**config.mk**
```make
export PLATFORM = sky130hd
export DESIGN_NAME = hps_host_port
export DESIGN_NICKNAME = d
export VERILOG_FILES = /design/src/pkg/hps_pkg.sv /design/src/verilog/hps_sync2.sv /design/src/verilog/hps_host_port.sv
export SDC_FILE = /design/constraint.sdc
export NUM_CORES = 1
export LEC_CHECK = 0
export ABC_AREA = 0
export BUFFER_PORTS_ARGS = -buffer_cell sky130_fd_sc_hd__buf_2
export CAP_MARGIN = 10
export CORE_MARGIN = 10
export CORE_UTILIZATION = 45
export DETAILED_ROUTE_END_ITERATION = 7
export GPL_ROUTABILITY_DRIVEN = 0
export PLACE_DENSITY = 0.77
export SYNTH_ARGS = -nofsm -noshare
export SYNTH_HDL_FRONTEND = slang
export SYNTH_SLANG_ARGS = --single-unit
```
**constraint.sdc**
```tcl
create_clock -name sys_clk -period 3 [get_ports sys_clk]
set_input_delay 0.3 -clock sys_clk [delete_from_list [all_inputs] [get_ports sys_clk]]
set_output_delay 0.3 -clock sys_clk [all_outputs]
set_load 0.02 [all_outputs]
```
**src/pkg/hps_pkg.sv**
```systemverilog
// shared constants and types for the parallel host port synchronisation logic
package hps_pkg;

    // ****************************************************************
    // host register selects (3-bit host address)
    // ****************************************************************
    localparam logic [2:0] HPS_SEL_CTRL   = 3'h0;
    localparam logic [2:0] HPS_SEL_CMD    = 3'h1;
    localparam logic [2:0] HPS_SEL_STATUS = 3'h2;
    localparam logic [2:0] HPS_SEL_TXH    = 3'h5;
    localparam logic [2:0] HPS_SEL_TXM    = 3'h6;
    localparam logic [2:0] HPS_SEL_TXL    = 3'h7;

    // ****************************************************************
    // interface control register fields
    // ****************************************************************
    localparam int HPS_CTRL_RREQ = 0;
    localparam int HPS_CTRL_TREQ = 1;
    localparam int HPS_CTRL_HM0  = 5;
    localparam int HPS_CTRL_HM1  = 6;
    localparam int HPS_CTRL_INIT = 7;
    localparam logic [7:0] HPS_CTRL_RST = 8'h00;

    // command register: bit 7 is the pending command, low bits the vector
    localparam int HPS_CMD_HC = 7;
    localparam logic [6:0] HPS_VEC_RST = 7'h00;

    // ****************************************************************
    // timing: figures in T (one core clock), cycles derived at 40 MHz
    // ****************************************************************
    localparam int HPS_CLK_NS       = 25;
    localparam int HPS_T_NS         = 25;
    localparam int HPS_SYNC_T       = 3;
    localparam int HPS_EXEC_T       = 3;
    localparam int HPS_SYNC_CYC     = (HPS_SYNC_T * HPS_T_NS + HPS_CLK_NS - 1) / HPS_CLK_NS;
    localparam int HPS_EXEC_CYC     = (HPS_EXEC_T * HPS_T_NS + HPS_CLK_NS - 1) / HPS_CLK_NS;

    // ****************************************************************
    // status byte as the host reads it
    // ****************************************************************
    typedef struct packed {
        logic host_command_pending;
        logic host_request_line;
        logic dma_active;
        logic host_flag_b;
        logic host_flag_a;
        logic transmitter_ready_flag;
        logic tx_empty_flag;
        logic rx_full_flag;
    } hps_status_s;

    // idle status: transmit empty and ready, so the snapshot does not jump after reset
    localparam logic [7:0] HPS_STATUS_RST = 8'h06;

endpackage

```
**src/verilog/hps_sync2.sv**
```systemverilog
// two-flop level synchroniser, one per bit, no pairing between bits
`timescale 1ns/1ps
`default_nettype none
module hps_sync2 #(
    parameter int         WIDTH   = 1,
    parameter logic [7:0] RST_VAL = 8'h00
) (
    input  wire logic             sys_clk,
    input  wire logic             sys_rst,
    input  wire logic [WIDTH-1:0] d_in,
    output logic      [WIDTH-1:0] d_out
);
    logic [WIDTH-1:0] meta_q;

    always_ff @(posedge sys_clk or posedge sys_rst) begin
        if (sys_rst) begin
            meta_q <= RST_VAL[WIDTH-1:0];
            d_out  <= RST_VAL[WIDTH-1:0];
        end else begin
            meta_q <= d_in;
            d_out  <= meta_q;
        end
    end
endmodule
`default_nettype wire

```
**src/verilog/hps_host_port.sv**
```systemverilog
// parallel host port: strobe sync, status blocking, command, transmit path, channel init
// ****************************************************************
// ****************************************************************
`timescale 1ns/1ps
`default_nettype none
module hps_host_port
    import hps_pkg::*;
#(
    parameter int VEC_W = 7
) (
    input  wire logic              sys_clk,
    input  wire logic              sys_rst,
    input  wire logic              host_enable_strobe_n,
    input  wire logic              host_write,
    input  wire logic [2:0]        host_addr,
    input  wire logic [7:0]        host_wdata,
    output logic      [7:0]        host_rdata_q,
    output logic                   host_request_line_n_q,
    input  wire logic              core_flag_a,
    input  wire logic              core_flag_b,
    input  wire logic              core_rx_read,
    input  wire logic              core_hc_ack,
    output logic      [23:0]       core_receive_word_q,
    output logic                   core_rx_full_q,
    output logic                   core_hc_req_q,
    output logic      [VEC_W-1:0]  core_vector_q,
    output hps_status_s            host_status_q
);
    // ****************************************************************
    // strobe synchroniser and edge
    // ****************************************************************
    logic       en_n_s;
    logic       en_prev_q;
    logic [2:0] addr_q;
    logic [7:0] wdata_q;
    logic       wr_q;
    logic [1:0] flags_s;

    hps_sync2 #(.WIDTH(1), .RST_VAL(8'h01)) u_en_sync (
        .sys_clk (sys_clk),
        .sys_rst (sys_rst),
        .d_in    (host_enable_strobe_n),
        .d_out   (en_n_s)
    );

    // flags cross independently, so a 00 to 11 change may read 01 or 10
    hps_sync2 #(.WIDTH(2), .RST_VAL(8'h00)) u_flag_sync (
        .sys_clk (sys_clk),
        .sys_rst (sys_rst),
        .d_in    ({core_flag_b, core_flag_a}),
        .d_out   (flags_s)
    );

    logic en_act;
    logic wr_take;
    assign en_act  = ~en_n_s;
    assign wr_take = en_prev_q & ~en_act & wr_q;

    always_ff @(posedge sys_clk or posedge sys_rst) begin
        if (sys_rst) begin
            en_prev_q <= 1'b0;
            addr_q    <= 3'h0;
            wdata_q   <= 8'h00;
            wr_q      <= 1'b0;
        end else begin
            en_prev_q <= en_act;
            if (en_act) begin
                addr_q  <= host_addr;
                wdata_q <= host_wdata;
                wr_q    <= host_write;
            end
        end
    end

    // ****************************************************************
    // control register and channel initialisation
    // ****************************************************************
    logic [7:0] ctrl_q;
    logic [2:0] init_cnt_q;
    logic       init_start;
    assign init_start = wr_take && addr_q == HPS_SEL_CTRL && wdata_q[HPS_CTRL_INIT];

    always_ff @(posedge sys_clk or posedge sys_rst) begin
        if (sys_rst) begin
            ctrl_q     <= HPS_CTRL_RST;
            init_cnt_q <= 3'h0;
        end else if (wr_take && addr_q == HPS_SEL_CTRL) begin
            ctrl_q     <= wdata_q;
            init_cnt_q <= wdata_q[HPS_CTRL_INIT] ? 3'(HPS_EXEC_CYC) : 3'h0;
        end else if (init_cnt_q != 3'h0) begin
            init_cnt_q <= init_cnt_q - 3'h1;
            if (init_cnt_q == 3'h1) begin
                ctrl_q[HPS_CTRL_INIT] <= 1'b0;
            end
        end
    end

    logic init_busy;
    assign init_busy = ctrl_q[HPS_CTRL_INIT];

    // ****************************************************************
    // host command and vector
    // ****************************************************************
    logic             hc_q;
    logic [VEC_W-1:0] vec_q;

    always_ff @(posedge sys_clk or posedge sys_rst) begin
        if (sys_rst) begin
            hc_q  <= 1'b0;
            vec_q <= HPS_VEC_RST[VEC_W-1:0];
        end else if (wr_take && addr_q == HPS_SEL_CMD) begin
            hc_q  <= wdata_q[HPS_CMD_HC];
            vec_q <= wdata_q[VEC_W-1:0];
        end else if (core_hc_ack) begin
            hc_q  <= 1'b0;
        end
    end

    // one stage late: an ack can follow a host cancel, which the core must tolerate
    always_ff @(posedge sys_clk or posedge sys_rst) begin
        if (sys_rst) begin
            core_hc_req_q <= 1'b0;
            core_vector_q <= HPS_VEC_RST[VEC_W-1:0];
        end else begin
            core_hc_req_q <= hc_q & ~core_hc_ack;
            core_vector_q <= vec_q;
        end
    end

    // ****************************************************************
    // transmit bytes to core receive word
    // ****************************************************************
    logic [23:0] tx_q;
    logic        tx_empty_q;
    logic        do_xfer;
    assign do_xfer = ~tx_empty_q & ~core_rx_full_q;

    always_ff @(posedge sys_clk or posedge sys_rst) begin
        if (sys_rst) begin
            tx_q       <= 24'h000000;
            tx_empty_q <= 1'b1;
        end else if (init_start) begin
            tx_empty_q <= 1'b1;
        end else begin
            if (wr_take && addr_q == HPS_SEL_TXH) tx_q[23:16] <= wdata_q;
            if (wr_take && addr_q == HPS_SEL_TXM) tx_q[15:8]  <= wdata_q;
            if (wr_take && addr_q == HPS_SEL_TXL) begin
                tx_q[7:0]  <= wdata_q;
                tx_empty_q <= 1'b0;
            end else if (do_xfer) begin
                tx_empty_q <= 1'b1;
            end
        end
    end

    // a transfer in the same cycle as a core read wins, so no word is lost
    always_ff @(posedge sys_clk or posedge sys_rst) begin
        if (sys_rst) begin
            core_receive_word_q <= 24'h000000;
            core_rx_full_q      <= 1'b0;
        end else if (do_xfer) begin
            core_receive_word_q <= tx_q;
            core_rx_full_q      <= 1'b1;
        end else if (core_rx_read) begin
            core_rx_full_q      <= 1'b0;
        end
    end

    // ****************************************************************
    // live status, blocking snapshot, read data, request line
    // ****************************************************************
    hps_status_s live_status;
    logic        req_live;
    assign req_live = ctrl_q[HPS_CTRL_TREQ] & tx_empty_q & ~init_busy;

    always_comb begin
        live_status.host_command_pending   = hc_q;
        live_status.host_request_line      = req_live;
        live_status.dma_active             = ctrl_q[HPS_CTRL_HM1] | ctrl_q[HPS_CTRL_HM0];
        live_status.host_flag_b            = flags_s[1];
        live_status.host_flag_a            = flags_s[0];
        live_status.transmitter_ready_flag = tx_empty_q & ~core_rx_full_q;
        live_status.tx_empty_flag          = tx_empty_q;
        live_status.rx_full_flag           = core_rx_full_q;
    end

    // snapshot refreshes only while the strobe is idle; a read holds it still
    always_ff @(posedge sys_clk or posedge sys_rst) begin
        if (sys_rst) begin
            host_status_q <= hps_status_s'(HPS_STATUS_RST);
        end else if (!en_act) begin
            host_status_q <= live_status;
        end
    end

    always_ff @(posedge sys_clk or posedge sys_rst) begin
        if (sys_rst) begin
            host_rdata_q          <= 8'h00;
            host_request_line_n_q <= 1'b1;
        end else begin
            host_request_line_n_q <= ~req_live;
            case (host_addr)
                HPS_SEL_CTRL:   host_rdata_q <= ctrl_q;
                HPS_SEL_CMD:    host_rdata_q <= {hc_q, vec_q};
                HPS_SEL_STATUS: host_rdata_q <= host_status_q;
                default:        host_rdata_q <= 8'h00;
            endcase
        end
    end

    // ****************************************************************
    // checks
    // ****************************************************************
    localparam int EXEC_MAX = HPS_EXEC_CYC;
endmodule
`default_nettype wire

```
### After elaboration in Yosys (flattened, before gate mapping)

Index checks and enable logic that the tools add are counted.

* memory bits (read-only): 0
* memory bits (writable): 0
* output and inout bits: 50
* latch bits: 0
* register bits: 113
* word-level logic and storage cells: 86
* memories: 0

* magnitude comparators: 0
* multiply operators: 0
* bitwise operators: 15
* shifts and indexed selects: 0
* eq/ne operators: 7
* div/mod/pow operators: 0
* add/sub/neg operators: 1
* reduce and logical (&&, ||, !) cells: 18
* muxes and demuxes: 14

Operators with widths (count)
* case mux 8 bit (3 select lines): 1
* two-way mux 1 bit: 10
* == test 3 x 1 -> 1 bit, second input constant: 3
* == test 3 bit, second input constant: 3
* AND reduction 2 bit: 4
* nonzero test 2 bit: 4
* bitwise AND 1 bit: 7
* inverter 1 bit: 7
* logical AND 1 bit: 6
* logical NOT 3 bit: 2
* two-way mux 3 bit: 2
* nonzero test 3 bit: 2
* == test 3 x 2 -> 1 bit, second input constant: 1
* subtractor 3 x 1 -> 3 bit, second input constant: 1
* two-way mux 2 bit: 1
* OR 1 bit: 1

### Depth between registers and ports, before layout

Gate-level depths: netlist (run 1).

* depth in word-level cells: 6
* mapped depth: 5
* depth with buffers taken out: 5

### Modules after synthesis

From an unflattened synthesis (run 1), not the netlist that was laid out.

* cell total of the unflattened synthesis: 278
* area, all modules: 4312.9 µm²

By module, submodules not included
* hps_host_port: cells each 270, area each 4152.7 µm², times used 1
* hps_sync2 (u_flag_sync): cells each 5, area each 103.8 µm², times used 1
* hps_sync2 (u_en_sync): cells each 3, area each 56.3 µm², times used 1

### Worst setup path after synthesis (run 1)

No wires, ideal clock.

* kind: register to register
* from: register u_en_sync.d_out
* to: register tx_q[10]
* arrival: 1.431 ns
* required time: 2.875 ns
* buffers on the path: 1
* path slack: 1.445 ns
* stages on the path, launching flop included: 5
* cells stage by stage: dfstp_2 buf_4 inv_1 nor3_4 mux2_2

* cells in the longest elaborated chain, start to end: 6
* elaborated cells between the ends (all ways): 7

Ends and longest elaborated chain
* from (decl): RTL line hps_sync2.sv:11 `output logic [WIDTH-1:0] d_out`
* from (signal assigned): RTL line hps_sync2.sv:18 `d_out <= RST_VAL[WIDTH-1:0];`
* from (signal assigned): RTL line hps_sync2.sv:21 `d_out <= meta_q;`
* bitwise AND 1 bit (*) (2 in series): RTL line hps_host_port.sv:57 `assign wr_take = en_prev_q & ~en_act & wr_q;`
* logical AND 1 bit (2 in series): RTL line hps_host_port.sv:81 `assign init_start = wr_take && addr_q == HPS_SEL_CTRL && wdata_q[HPS_CTRL_INIT];`
* inverter 1 bit (no line)
* AND reduction 2 bit (no line) (*)
* to (signal assigned): RTL line hps_host_port.sv:146 `if (wr_take && addr_q == HPS_SEL_TXM) tx_q[15:8] <= wdata_q;`
* to (decl): RTL line hps_host_port.sv:133 `logic [23:0] tx_q;`

Mark *: on every way between the ends. The rest lies on a longest branch, timed or not.
A chain may end at the register's enable or synchronous reset.

### Worst setup path after layout (run 1)

* from: register u_en_sync.d_out
* to: register tx_q[9]

The elaborated chain is that of the path after synthesis.

==> results.yml, run 1 <==
run_status:
  run_status: "finished clean"
place:
  placedInstanceArea_mm2: 0.00480
  hpwlAfterDp_um: 6130
  pre_cts_ws_ps: 1190
  port_buffers: 68
worst_hold_path:
  hold_class: "in -> reg"
power_and_ir_drop:
  vdd_ir_drop_max_mv: 0.398
  power_density_mw_per_mm2: 917
  pwr-share-clk_pct: 39.4
  p_leak_nw: 2.69
  swShare_pct: 27.0
  seq_power_share_pct: 42.2
  intPower_mw: 3.66
  combPwrFrac_pct: 18.4
  switchingPower_mw: 1.35
detailed_routing:
  antenna_left: 0
  drt_wl_total_um: 9060
  first_pass_iters: 5
  dr_total_vias: 2477
  drcViolationCount: 0
  viasPerCell: 4.90
  avgRoutedWirePerCell_um: 17.9
  first_iter_violations: 131
clock_tree:
  cts_htree_levels: 4
  clk_path_buf_depth: 2
  cts_made_buffers: 17
  cts_tree: "done"
  clk_latency_ps: 510
  cts.sinks: 113
  cts_root_buffer: "clkbuf_8"
  clk_pin_slew_worst_paths_ps: 50
setup_path:
  crit_path_end_kind: "register"
  crit_required_ps: 3380
  critPathMaxFanout: 14
  startpoint_type: "register"
  critical_path_arrival_ps: 2190
  worstSetupPathType: "reg -> reg"
  rrSetupSlack_ps: 1200
sta:
  worst_slew_pin_slew_ps: 698
  slew_viol_final: 0
  final.setup.tns_ps: 0
  timing.fmax_mhz: 554
  timing.final.ws_setup_ps: 1200
  skew_ps: 12.3
  post-route-period-util_pct: 60.1
  whs_ps: 34.1
  relSlewSlack_pct: 53.3
  finalHoldViolCount: 0
  post-route-min-period_ps: 1800
  rsz0062_at_grt: "false"
  setup_viol: 0
floorplan:
  initial_core_util_pct: 46.4
  die_width_um: 118
  die_h_um: 118
  rows: 35
  coreArea_mm2: 0.00928
  dieArea_mm2: 0.0139
  ios: 69
flow_run:
  cap_viol_max_count: 0
logic_synthesis:
  synth_top_family_by_area: "multiplexers"
  synthesis.nets: 298
  ys_warn_count: 0
  synth_cells: 276
  synth_compound_area_share_pct: 2.41
  yosys.area_share.adder_pct: 0.872
  ys.flop_type: "dfrtp_1"
  ys_seq_elements: 113
  synth-simple-area-share_pct: 5.38
  synth-edff-count: 0
  ys_seq_area_share_pct: 65.9
  synth-xor-area-share_pct: 0.203
  syn-cell-area_mm2: 0.00431
  synthMuxAreaShare_pct: 23.5
  syn_avg_cell_area_um2: 15.6
  synth_cell_types: 33
  async_reset_ff_share_pct: 100
final_layout:
  final_nets: 386
  final_area_mm2: 0.00546
  syn2layout_area_growth_pct: 26.7
  drive_above_1_share_pct: 55.3
  antenna-diode-count: 0
global_route:
  track_usage_pct: 13.8
  grt_max_degree: 53
  grt_pass1_wl_um: 15100
  grt_pass1_vias: 2822
  antenna_found_initial: 0
  grt.overflow.total: 0
layout make-up:
cell class / instances / area (µm²)
multi-input combinational: 148 / 1400
inverter: 6 / 26.3
timing repair buffer: 78 / 443
sequential: 113 / 2840
tap: 129 / 161
clock buffer: 22 / 463
fill: 782 / 3830
clock inverter: 9 / 131
repair_timing:
action | CTS | global route
hold buffers | 6 | 0
setup buffers | 0 | 0
resized for setup | 0 | 0
endpoints found under the hold margin | 33 | 0
layout by cell type, fill, tap and decap left out, types with 2 or more instances in the layout:
master         count
nor2_1             4
nor2_2             2
nand2_1           17
clkbuf_8           4
dfstp_2            6
nor3_4             2
clkbuf_16         16
inv_1              4
bufinv_16          3
dlygate4sd3_1      6
clkbuf_1           2
nor2b_1            2
mux2_2            89
a21oi_1           10
ha_1               3
o21ai_0            2
dfrtp_1          107
clkinvlp_4         4
buf_4              3
a21bo_2            3
clkinv_2           2
buf_2             68
power by group through the flow:
stage          registers, mW  clock network, mW  logic, mW
3_5_place_dp            2.13                  0      0.928
6_report                2.11               1.97      0.920
2_1_floorplan           2.25                  0      0.468
5_1_grt                 2.17               2.08       1.01
3_3_place_gp            2.12                  0      0.901
4_1_cts                 2.12               2.00      0.942
routing by layer:
metal | up-vias | part of all wire (%) | track usage (%)
li1 | 1146 | - | -
met1 | 1244 | 43 | 16.4
met2 | 76 | 48 | 21.3
met3 | 11 | 6.6 | 4.84
met4 | 0 | 1.7 | 7.57
met5 | - | 0 | 0
cell usage after synthesis (2+ instances only):
master	count	area, µm²
a21oi_1	10	50.1
nor2b_1	2	12.5
a21bo_2	3	30.0
nor2_1	5	18.8
dfrtp_1	107	2680
dfstp_2	6	158
nor3_4	2	32.5
o21ai_0	2	10.0
inv_1	5	18.8
buf_2	5	25.0
mux2_2	89	1000
ha_1	3	37.5
nand2_1	17	63.8
worst paths after layout:
kind	from	to	cells after the start
max	u_en_sync.d_out	tx_q[9]	3
min	host_wdata[6]	wdata_q[6]	2
max reg2reg	u_en_sync.d_out	tx_q[9]	3
min reg2reg	u_flag_sync.meta_q[1]	u_flag_sync.d_out[1]	0
max in group asynchronous	sys_rst	core_receive_word_q[5]	4
min in group asynchronous	sys_rst	u_flag_sync.meta_q[0]	3
per-stage QoR:
step,util [%],std cells,total power [mW]
floorplan,-,276,2.72
global placement,51.7,468,3.02
detailed placement,51.7,468,3.06
CTS,58.8,505,5.06
global route,58.8,505,5.26
finish,58.8,505,5.01
registers in the layout (all words and copies together) (netlist names), 2 cells and up:
register,cells
core_receive_word_q,24
tx_q,24
ctrl_q,8
host_rdata_q,8
host_status_q,8
wdata_q,8
core_vector_q,7
vec_q,7
addr_q,3
init_cnt_q,3
u_flag_sync.d_out,2
u_flag_sync.meta_q,2
critical path, stage by stage (launching register included):
cell,delay [ps]
dfstp_2,720
inv_1,160
nor3_4,410
mux2_2,380
cells by family (layout without fill, tap and decap cells):
group                      count (synthesis)  count (layout)
AOI/OAI and AO/OA                         17              17
and+or+nand+nor                           37              37
DFF                                      113             113
adders and majority gates                  3               3
muxes                                     90              90
xor gates and xnor gates                   1               1
buffers and inverters                     15             115
Power figures use the tool's default switching activity.
==> inputs of run 2 (changes only) <==
--- a/config.mk
+++ b/config.mk
@@ -5,7 +5,7 @@
 export SDC_FILE = /design/constraint.sdc
 export NUM_CORES = 1
 export LEC_CHECK = 0
-export ABC_AREA = 0
+export ABC_AREA = 1
 export BUFFER_PORTS_ARGS = -buffer_cell sky130_fd_sc_hd__buf_2
 export CAP_MARGIN = 10
 export CORE_MARGIN = 10
==> constraint.sdc (replaced) <==
create_clock -name sys_clk -period 1.6 [get_ports sys_clk]
set_input_delay 0.16 -clock sys_clk [delete_from_list [all_inputs] [get_ports sys_clk]]
set_output_delay 0.16 -clock sys_clk [all_outputs]
set_load 0.02 [all_outputs]
==> run 2 against run 1 <==
Against the previous run:
- cell area increased by 2.2%
- sequential power increased by 70%
- highest routed layer unchanged
- critical path type unchanged
- count of clock-buffer cells in the layout decreased by 5
- die area decreased by 0.90%
- via count increased by 32%
- core utilization increased by 1.6 points
- critical path depth increased by 2
==> results.yml, run 2 <==
final_layout:
  final_area_mm2: 0.00558
  antenna-diode-count: 0
  largest_registers: "core_receive_word_q: 24 flops, tx_q: 24 flops"
  nFillCells: 718
  final_common_cell: "nand2_1"
  final_nets: 542
  drive_above_1_share_pct: 24.6
  mostFrequentLayoutCells: "130 x nand2_1, 107 x dfrtp_1, 68 x buf_2"
  syn2layout_area_growth_pct: 30.9
clock_tree:
  cts_made_buffers: 17
  clk_latency_ps: 520
  cts_tree: "done"
  clk_path_buf_depth: 2
  cts_htree_levels: 4
  clk_pin_slew_worst_paths_ps: 60
  cts_root_buffer: "clkbuf_8"
  cts.sinks: 113
  cts-resized-gates: 0
detailed_routing:
  avgRoutedWirePerCell_um: 16.1
  viasPerCell: 4.95
  drt_wl_total_um: 10600
  first_pass_iters: 5
  antenna_left: 0
  first_iter_violations: 271
  drcViolationCount: 0
  dr_total_vias: 3279
sta:
  post-route-period-util_pct: 89.3
  worst_slew_pin_slew_ps: 581
  rsz0062_at_grt: "false"
  post-route-min-period_ps: 1430
  slew_viol_final: 0
  skew_ps: 7.78
  relSlewSlack_pct: 61.3
  finalHoldViolCount: 0
  setup_viol: 0
  final.setup.tns_ps: 0
  timing.fmax_mhz: 700
  whs_ps: 292
setup_path:
  crit_family: "flip-flops"
  r2r-start: "u_en_sync.d_out"
  critical_path_arrival_ps: 1810
  crit_required_ps: 1980
  crit_path_end_kind: "register"
  critPathMaxFanout: 16
  startpoint_type: "register"
  crit_chain: "nand3_4, inv_2, nand4_4, nand2_1, o21ai_0"
  slowest_delay_ps: 600
  path_buf_inv: 1
  crit_slowest_cell: "dfstp_2"
  crit_path_start: "u_en_sync.d_out"
  worstSetupPathType: "reg -> reg"
logic_synthesis:
  syn_avg_cell_area_um2: 10.2
  yosysMostFrequentCell: "nand2_1"
  post-synth-top-area-cell: "dfrtp_1"
  async_reset_ff_share_pct: 100
  ys_seq_area_share_pct: 66.6
  synth_cell_types: 27
  synth.top_cells.by_area: "dfrtp_1 63%, nand2_1 11%, o21ai_0 6.6%, dfstp_2 3.7%, inv_1 3.4%"
  ys.flop_type: "dfrtp_1"
  synthesis.nets: 441
  syn-cell-area_mm2: 0.00426
  synth_cells: 419
  synth_top_area_share_pct: 62.9
  synth_common_cells: "130 x nand2_1, 107 x dfrtp_1, 56 x o21ai_0"
  ys_warn_count: 0
  synth-edff-count: 0
  ys_seq_elements: 113
worst_hold_path:
  min-delay-start: "core_flag_b"
  hold_class: "in -> reg"
global_route:
  grt_max_degree: 114
  grt_pass1_wl_um: 17400
  track_usage_pct: 16.5
  antenna_found_initial: 0
  grt.overflow.total: 0
  grt_pass1_vias: 3508
floorplan:
  rows: 35
  initial_core_util_pct: 46.1
  die_width_um: 117
  coreArea_mm2: 0.00924
  ios: 69
  die_h_um: 117
  dieArea_mm2: 0.0138
power_and_ir_drop:
  power_density_mw_per_mm2: 1570
  power_mw: 8.75
  p_leak_nw: 2.84
  vdd_ir_drop_max_mv: 0.629
place:
  hpwlAfterDp_um: 6660
  placedInstanceArea_mm2: 0.00477
  port_buffers: 68
flow_run:
  cap_viol_max_count: 0
run_status:
  run_status: "finished clean"
[run 2: cell type report]
class,instances,area [µm²],share of cell area (%)
clock buffer,17,414,7.43
multi-input combinational,253,1190,21.3
clock inverter,15,209,3.75
timing repair buffer,95,613,11.0
sequential,113,2840,50.9
tap,129,161,2.89
inverter,40,154,2.76
[run 2: final timing paths]
path                            depth (start not counted)  slack (ps)                    end
worst min-delay path                                    2         290  u_flag_sync.meta_q[1]
worst max-delay path                                    5         170               vec_q[4]
min in group asynchronous                               4         360       host_status_q[6]
worst max register to register                          5         170               vec_q[4]
worst min register to register                          0         350   u_flag_sync.d_out[1]
max in group asynchronous                               4         800             wdata_q[7]
[run 2: per-layer routing]
| metal | track usage [%] | routed length [µm] |
|---|---|---|
| met2 | 27.1 | 5340 |
| met5 | 0 | 0 |
| met1 | 18.3 | 4180 |
| met3 | 6.27 | 794 |
| met4 | 8.40 | 318 |
[run 2: cells by family (layout without fill, tap and decap cells)]
group | after synthesis | after routing | synth area share (%)
AO/OA/AOI/OAI | 77 | 77 | 9.28
XOR/XNOR | 1 | 1 | 0.206
adder cells (fa/ha/maj) | 3 | 3 | 0.881
buffers and inverters | 53 | 167 | 5.52
flip-flops | 113 | 113 | 66.6
AND/OR/NAND/NOR | 172 | 172 | 17.5
[run 2: per-stage QoR]
step / setup WS [ps] / instances / util [%]
6_report: 172 / 662 / 60.3
5_1_grt: 76.3 / 662 / 60.3
4_1_cts: 163 / 662 / 60.3
3_5_place_dp: 196 / 612 / 51.6
3_3_place_gp: 288 / 612 / 51.6
2_1_floorplan: 73.5 / 419 / -
[run 2: power breakdown]
part,switching [mW],internal [mW],leakage [nW]
combinational,0.805,0.433,1.08
clock,1.38,2.55,0.295
sequential,0.255,3.33,1.47
[run 2: what timing repair did]
| action | 4_1_cts | 5_1_grt |
|---|---|---|
| hold buffers | 18 | 0 |
| hold endpoints to repair | 125 | 0 |
| endpoints found under the setup margin | 0 | 0 |
| setup buffers | 0 | 0 |
